<file path="src/hw/fir_irq_map.svh">
// Register map and field constants of the load status and interrupt block
// Notes on behaviour
// - Load status bit 1 reads complete
// - Load status bit 0 reads in progress
// - Enabled source interrupts on live rising edge
// - Saturation enable bit 0, read/write, resets 0
// - Live saturation bit 0 follows condition, resets 0
// - Live bit rising also sets latched flag
// - Live bit clears when condition goes away
// - Flag holds until software clears it
// - Saturation counts only while filter engaged
// - Writes to live status register ignored
// - Write one clears flag; zero keeps it
// - Interrupt pulse is one clock wide
// - Enabled sources ORed onto one output
// - Flags latch regardless of enable
`ifndef FIR_IRQ_MAP_SVH
`define FIR_IRQ_MAP_SVH
`define OFS_COEFF_LOAD_STATUS 8'h10
`define OFS_IRQ_ENABLE        8'h14
`define OFS_IRQ_LIVE_STATUS   8'h18
`define OFS_IRQ_FLAG          8'h1c
`define BIT_LOAD_IN_PROGRESS  0
`define BIT_LOAD_COMPLETE     1
`define BIT_SAT               0
`endif

</file>
<file path="src/hw/fir_irq_pkg.sv">
// Types shared by the load status and interrupt block
package fir_irq_pkg;
  typedef logic [31:0] word_t;
  typedef logic [7:0]  addr_t;
  typedef enum logic [2:0] {
    LD_IDLE   = 3'b001,
    LD_BUSY   = 3'b010,
    COEFF_LOAD_COMPLETE   = 3'b100
  } load_state_e;
endpackage

</file>
<file path="src/hw/fir_load_status_and_irq.sv">
// Coefficient load status and saturation interrupt registers
`timescale 1ns/1ps
`default_nettype none
`include "fir_irq_map.svh"
module fir_load_status_and_irq #(
  parameter int SYNC_STAGES = 2
) (
  // Clock and reset
  input  wire logic                 clk,
  input  wire logic                 rst_n,
  // Register port
  input  wire logic                 reg_wr,
  input  wire logic                 reg_rd,
  input  wire fir_irq_pkg::addr_t   reg_addr,
  input  wire fir_irq_pkg::word_t   reg_wdata,
  output var  fir_irq_pkg::word_t   reg_rdata,
  // Stream-domain status
  input  wire logic                 sat_raw,
  input  wire logic                 filter_engaged,
  input  wire logic                 coeff_transfer_trigger,
  input  wire logic                 coeff_transfer_finished,
  // Status outputs
  output logic                      coeff_load_complete,
  output logic                      coeff_load_in_progress,
  output logic                      irq
);
  // ------------------------------------------------------------
  // Parameter checks
  // ------------------------------------------------------------
  if (SYNC_STAGES < 2) begin : g_bad
    $error("SYNC_STAGES must be at least 2");
  end

  // ------------------------------------------------------------
  // Synchronisers
  // ------------------------------------------------------------
  // Only the last stage is read; earlier stages may be metastable
  logic [SYNC_STAGES-1:0] sy_r [3];
  logic [2:0]             sy_in;
  logic [2:0]             sy_out;
  logic                   sat_gated;
  // Bypassed saturation is dropped before it can reach any flop
  assign sat_gated = sat_raw & filter_engaged;
  // Loader levels must stay up two clocks or they may be missed
  assign sy_in     = {coeff_transfer_finished, coeff_transfer_trigger,
                      sat_gated};
  genvar gi;
  for (gi = 0; gi < 3; gi++) begin : g_sync
    always_ff @(posedge clk or negedge rst_n) begin
      if (!rst_n) begin
        sy_r[gi] <= '0;
      end else begin
        sy_r[gi] <= {sy_r[gi][SYNC_STAGES-2:0], sy_in[gi]};
      end
    end
    assign sy_out[gi] = sy_r[gi][SYNC_STAGES-1];
  end

  // ------------------------------------------------------------
  // Load progress
  // ------------------------------------------------------------
  fir_irq_pkg::load_state_e ld_r;
  fir_irq_pkg::load_state_e ld_nxt;
  logic                     trig_prev_r;
  logic                     trig_rise;

  // A trigger level held past the end of a load must not restart it
  assign trig_rise = sy_out[1] & ~trig_prev_r;
  always_ff @(posedge clk or negedge rst_n) begin
    if (!rst_n) begin
      trig_prev_r <= 1'b0;
    end else begin
      trig_prev_r <= sy_out[1];
    end
  end

  always_comb begin
    ld_nxt = ld_r;
    case (ld_r)
      fir_irq_pkg::LD_IDLE,
      fir_irq_pkg::COEFF_LOAD_COMPLETE: begin
        if (trig_rise) begin
          ld_nxt = fir_irq_pkg::LD_BUSY;
        end
      end
      fir_irq_pkg::LD_BUSY: begin
        if (sy_out[2]) begin
          ld_nxt = fir_irq_pkg::COEFF_LOAD_COMPLETE;
        end
      end
      default: ld_nxt = fir_irq_pkg::LD_IDLE;
    endcase
  end
  always_ff @(posedge clk or negedge rst_n) begin
    if (!rst_n) begin
      ld_r <= fir_irq_pkg::LD_IDLE;
    end else begin
      ld_r <= ld_nxt;
    end
  end
  // Complete stays high until the next load begins

  // ------------------------------------------------------------
  // Address decode
  // ------------------------------------------------------------
  localparam int W = $bits(fir_irq_pkg::word_t);
  // Shared by the write side and the read mux
  function automatic logic addr_hit(input fir_irq_pkg::addr_t a,
                                    input fir_irq_pkg::addr_t ofs);
    addr_hit = (a == ofs);
  endfunction
  function automatic fir_irq_pkg::word_t place_bit(input logic v,
                                                   input int   pos);
    place_bit      = '0;
    place_bit[pos] = v;
  endfunction
  logic hit_status;
  logic hit_en;
  logic hit_live;
  logic hit_flag;

  // Writes to the read-only offsets have no register to land in
  assign hit_status = addr_hit(reg_addr, `OFS_COEFF_LOAD_STATUS);
  assign hit_en     = addr_hit(reg_addr, `OFS_IRQ_ENABLE);
  assign hit_live   = addr_hit(reg_addr, `OFS_IRQ_LIVE_STATUS);
  assign hit_flag   = addr_hit(reg_addr, `OFS_IRQ_FLAG);

  // ------------------------------------------------------------
  // Interrupt registers
  // ------------------------------------------------------------
  logic sat_en_r;
  logic sat_en_nxt;
  logic sat_live_r;
  logic sat_flag_r;
  logic sat_flag_nxt;
  logic irq_r;
  logic irq_nxt;
  logic sat_rise;
  logic flag_clr;

  // A held condition stays quiet after service; only edges count
  assign sat_rise     = sy_out[0] & ~sat_live_r;
  assign flag_clr     = reg_wr & hit_flag & reg_wdata[`BIT_SAT];
  assign sat_en_nxt   = (reg_wr & hit_en) ? reg_wdata[`BIT_SAT]
                                          : sat_en_r;
  // Set wins over a clear in the same cycle, so no event is lost
  assign sat_flag_nxt = sat_rise | (sat_flag_r & ~flag_clr);
  // Enable is used as it stands; setting it later fires nothing
  assign irq_nxt      = sat_rise & sat_en_r;

  always_ff @(posedge clk or negedge rst_n) begin
    if (!rst_n) begin
      sat_en_r <= 1'b0;
    end else begin
      sat_en_r <= sat_en_nxt;
    end
  end

  // Live bit ignores writes and tracks the condition
  always_ff @(posedge clk or negedge rst_n) begin
    if (!rst_n) begin
      sat_live_r <= 1'b0;
    end else begin
      sat_live_r <= sy_out[0];
    end
  end

  always_ff @(posedge clk or negedge rst_n) begin
    if (!rst_n) begin
      sat_flag_r <= 1'b0;
    end else begin
      sat_flag_r <= sat_flag_nxt;
    end
  end

  always_ff @(posedge clk or negedge rst_n) begin
    if (!rst_n) begin
      irq_r <= 1'b0;
    end else begin
      irq_r <= irq_nxt;
    end
  end

  // ------------------------------------------------------------
  // Read data
  // ------------------------------------------------------------
  // Registered read data holds until the next read strobe
  fir_irq_pkg::word_t rdata_r;
  fir_irq_pkg::word_t rdata_nxt;
  fir_irq_pkg::word_t status_word;
  fir_irq_pkg::word_t enable_word;
  fir_irq_pkg::word_t live_word;
  fir_irq_pkg::word_t flag_word;
  fir_irq_pkg::word_t rd_mux;

  assign status_word = place_bit(coeff_load_complete, `BIT_LOAD_COMPLETE)
                     | place_bit(coeff_load_in_progress,
                                 `BIT_LOAD_IN_PROGRESS);
  assign enable_word = place_bit(sat_en_r, `BIT_SAT);
  assign live_word   = place_bit(sat_live_r, `BIT_SAT);
  assign flag_word   = place_bit(sat_flag_r, `BIT_SAT);
  // Unmapped offsets select nothing and read as zero
  assign rd_mux      = ({W{hit_status}} & status_word)
                     | ({W{hit_en}}     & enable_word)
                     | ({W{hit_live}}   & live_word)
                     | ({W{hit_flag}}   & flag_word);
  assign rdata_nxt   = reg_rd ? rd_mux : rdata_r;
  always_ff @(posedge clk or negedge rst_n) begin
    if (!rst_n) begin
      rdata_r <= '0;
    end else begin
      rdata_r <= rdata_nxt;
    end
  end

  // ------------------------------------------------------------
  // Outputs
  // ------------------------------------------------------------
  // One-hot state makes the two bits mutually exclusive
  assign coeff_load_in_progress = (ld_r == fir_irq_pkg::LD_BUSY);
  assign coeff_load_complete    = (ld_r == fir_irq_pkg::COEFF_LOAD_COMPLETE);
  // Registered pulse keeps the interrupt line free of glitches
  assign irq       = irq_r;
  assign reg_rdata = rdata_r;
endmodule
`default_nettype wire

</file>
<file path="config.mk">
export PLATFORM = sky130hd
export DESIGN_NAME = fir_load_status_and_irq
export DESIGN_NICKNAME = d
export VERILOG_FILES = /design/src/hw/fir_irq_pkg.sv /design/src/hw/fir_load_status_and_irq.sv
export VERILOG_INCLUDE_DIRS = /design/src /design/src/hw
export SDC_FILE = /design/constraint.sdc
export NUM_CORES = 1
export LEC_CHECK = 0
export ABC_CLOCK_PERIOD_IN_PS = 1500
export BUFFER_PORTS_ARGS = -buffer_cell sky130_fd_sc_hd__buf_2
export CORE_ASPECT_RATIO = 1.4
export CORE_MARGIN = 2
export CORE_UTILIZATION = 36
export DETAILED_ROUTE_END_ITERATION = 8
export PLACE_DENSITY = 0.83
export SYNTH_ARGS = -nofsm -noshare
export SYNTH_HDL_FRONTEND = slang
export SYNTH_SLANG_ARGS = --single-unit
export TNS_END_PERCENT = 100
</file>
<file path="constraint.sdc">
create_clock -name clk -period 1.5 [get_ports clk]
set_input_delay 0.075 -clock clk [delete_from_list [all_inputs] [get_ports clk]]
set_output_delay 0.075 -clock clk [all_outputs]
set_load 0.1 [all_outputs]
</file>
==> impl_metrics.yaml <==
worst_setup_path:
  path_buf_inv: 1
  path_delay_family: "flip-flops"
  critPathLaunchType: "flip-flop"
  crit_chain: "nand2b_1, nor2_2, buf_4"
  path_max_fanout: 4
  arrival_ns: 1.35
  worstPathRequired_ns: 1.42
  cp-end-kind: "output port"
  path_class: "reg2out"
  slowest_stage: "dfstp_2"
  cpPeakStageDelay_ns: 0.58
logic_synthesis:
  yosys.area.top_type_share_pct: 43.0
  avgSynthCellArea_um2: 10.9
  ys_seq_area_share_pct: 46.0
  synthCells: 80
  synth_area_um2: 873
  synth_enable_flop_cells: 0
  synth_flop_cell: "dfrtp_1"
  synth_area_leader_cell: "dfrtp_1"
  synth.distinct_cells: 25
  synth.top_cells.by_area: "dfrtp_1 (43%), buf_4 (26%), nand3b_1 (3.4%)"
  synth-seq-cells: 16
  yosysWarnings: 0
  synthArstFlopShare_pct: 100
grt:
  grt_pass1_wl_um: 2170
  use_met1_pct: 12.2
  antenna_found_initial: 0
  grt_usage_pct: 10.6
  grt_pass1_vias: 541
  grt_overflow_total: 0
  use_met3_pct: 1.74
  grt_max_degree: 17
  top_usage_layer: "met2"
  grt_util_met2_pct: 17.1
pwr:
  max-vdd-ir-drop_mv: 0.473
  p_seq_share_pct: 41.9
  p_comb_share_pct: 37.1
  netSwitchingPower_w: 0.000522
  p_leak_nw: 0.496
  switching_share_pct: 46.5
  p_per_area_mw_per_mm2: 1110
  p_int_w: 0.000600
  p_clk_share_pct: 21.0
floorplanning:
  die_h_um: 62.3
  die_w_um: 45.6
  ios: 83
  core_mm2: 0.00234
  dieArea_mm2: 0.00284
  row_count: 21
  start_util_pct: 37.3
sta:
  rsz0062_at_grt: "no"
  period_minus_slack_ns: 1.42
  drv_slew: 0
  hold_viol: 0
  fmax_mhz: 702
  period_share_pct: 94.9
  finalSetupViolCount: 0
  finClkSkew_ns: 0.0131
layout:
  num_antenna_cells: 0
  final_util_pct: 43.0
  final_common_cell: "conb_1"
  design_area_mm2: 0.00101
  drive_above_1_share_pct: 29.1
  area_growth_pct: 15.2
  fin_nets: 159
  final_cell_mix: "conb_1 (30), buf_2 (19), dfrtp_1 (15), dlygate4sd3_1 (5), nand3b_1 (4)"
clock_network:
  clk_latency_ns: 0.29
  cts_buffer_depth: 2
  h-tree-depth: 1
  cts_buffers: 3
  clk_pin_slew_ns: 0.10
  clock-sinks: 16
  cts_tree: "built"
  clock-root-buffer: "clkbuf_4"
min_path:
  min_path_type: "in2reg"
routing:
  drc: 0
  detail_route.vias_per_cell: 4.35
  routed_wl_um: 1350
  wl_per_cell_um: 10.2
  drtPass1Iterations: 1
  num_vias: 579
  drtAntennaViolNets: 0
  drt-initial-drc-count: 0
job:
  drv_cap: 0
run_status:
  outcome: "completed"
place:
  place_congestion: 0.692
  port_buffers: 21
  place_area_um2: 927
  hpwl_um: 1070
cells by family (layout without fill, tap and decap cells):
logic type,count (synthesis),in the layout,share of synthesized area (%)
DFF,16,16,46.0
buffers and inverters,31,32,26.2
other,1,30,0.429
muxes,2,2,2.44
AOI/OAI and AO/OA,11,11,9.31
and+or+nand+nor,19,19,15.6
worst register-to-register path, stage by stage, from the launching register on:
cell	delay, ns
dfstp_2	0.58
nand2b_1	0.21
o31ai_1	0.09
a31o_1	0.21
path summary, 6_finish.rpt:
check / from / endpoint / slack (ns) / cells after the start
worst min register to register: sy_r[4] / sy_out[0] / 0.36 / 0
worst max-delay path: ld_r[0] / coeff_load_in_progress / 0.08 / 3
worst max register to register: ld_r[0] / reg_rdata[0] / 0.32 / 3
min in group asynchronous: rst_n / sy_r[4] / 0.21 / 2
max in group asynchronous: rst_n / ld_r[0] / 0.98 / 2
worst min-delay path: reg_addr[7] / reg_rdata[1] / 0.02 / 2
synth_stat cells, drive strengths merged, types with 2 or more instances:
master and n:
nand3b 4, nand2b 3, nor2 3, buf 30, o21ai 2, dfrtp 15
a21oi 3, nor3b 2, o41ai 2
state kept, by name (all words and copies together), names as in the netlist:
register,cells
sy_out,3
sat_live_r,1
trig_prev_r,1
ld_r,3
sat_flag_r,1
reg_rdata,2
sat_en_r,1
irq,1
sy_r,3
final cells by class:
class,instances,area [um^2]
Timing Repair Buffer,27,180
Tap cell,23,28.8
Inverter,1,3.75
Fill cell,234,1330
Clock buffer,4,26.3
Multi-Input combinational cell,62,365
Sequential cell,16,402
through the flow:
| step | setup TNS [ns] | hold WS [ns] | instances | worst slack (ns) | power (W) |
|---|---|---|---|---|---|
| 6_report | 0 | 0.0249 | 133 | 0.0761 | 0.00112 |
| 5_1_grt | 0 | 0.0183 | 133 | 0.00928 | 0.00117 |
| 4_1_cts | 0 | 0.0196 | 133 | 0.0591 | 0.00113 |
| 3_5_place_dp | 0 | 0.00357 | 124 | 0.0386 | 0.000883 |
| 3_3_place_gp | 0 | -0.0120 | 124 | 0.0371 | 0.000878 |
| 2_1_floorplan | -0.496 | -0.221 | 109 | -0.321 | 0.000899 |
metal layers:
layer	part of all wire, %	vias up
met4	2.1	0
met3	6.2	3
met2	50	31
li1	-	278
met5	0	-
met1	41	267
power groups by stage:
stage	clock, W	sequential (W)	combinational (W)
after global placement	0	0.000476	0.000403
after floorplan	0	0.000477	0.000422
after global routing	0.000263	0.000472	0.000432
after detailed placement	0	0.000478	0.000405
final	0.000236	0.000469	0.000416
after CTS	0.000241	0.000469	0.000416
what timing repair did:
item                       4_1_cts  5_1_grt
hold buffers                     5        0
resized for setup                1        0
buffers inserted                 0        0
setup endpoints to repair        1        0
hold endpoints to repair        19        0
Note: power is estimated with default switching activity, not from simulation.
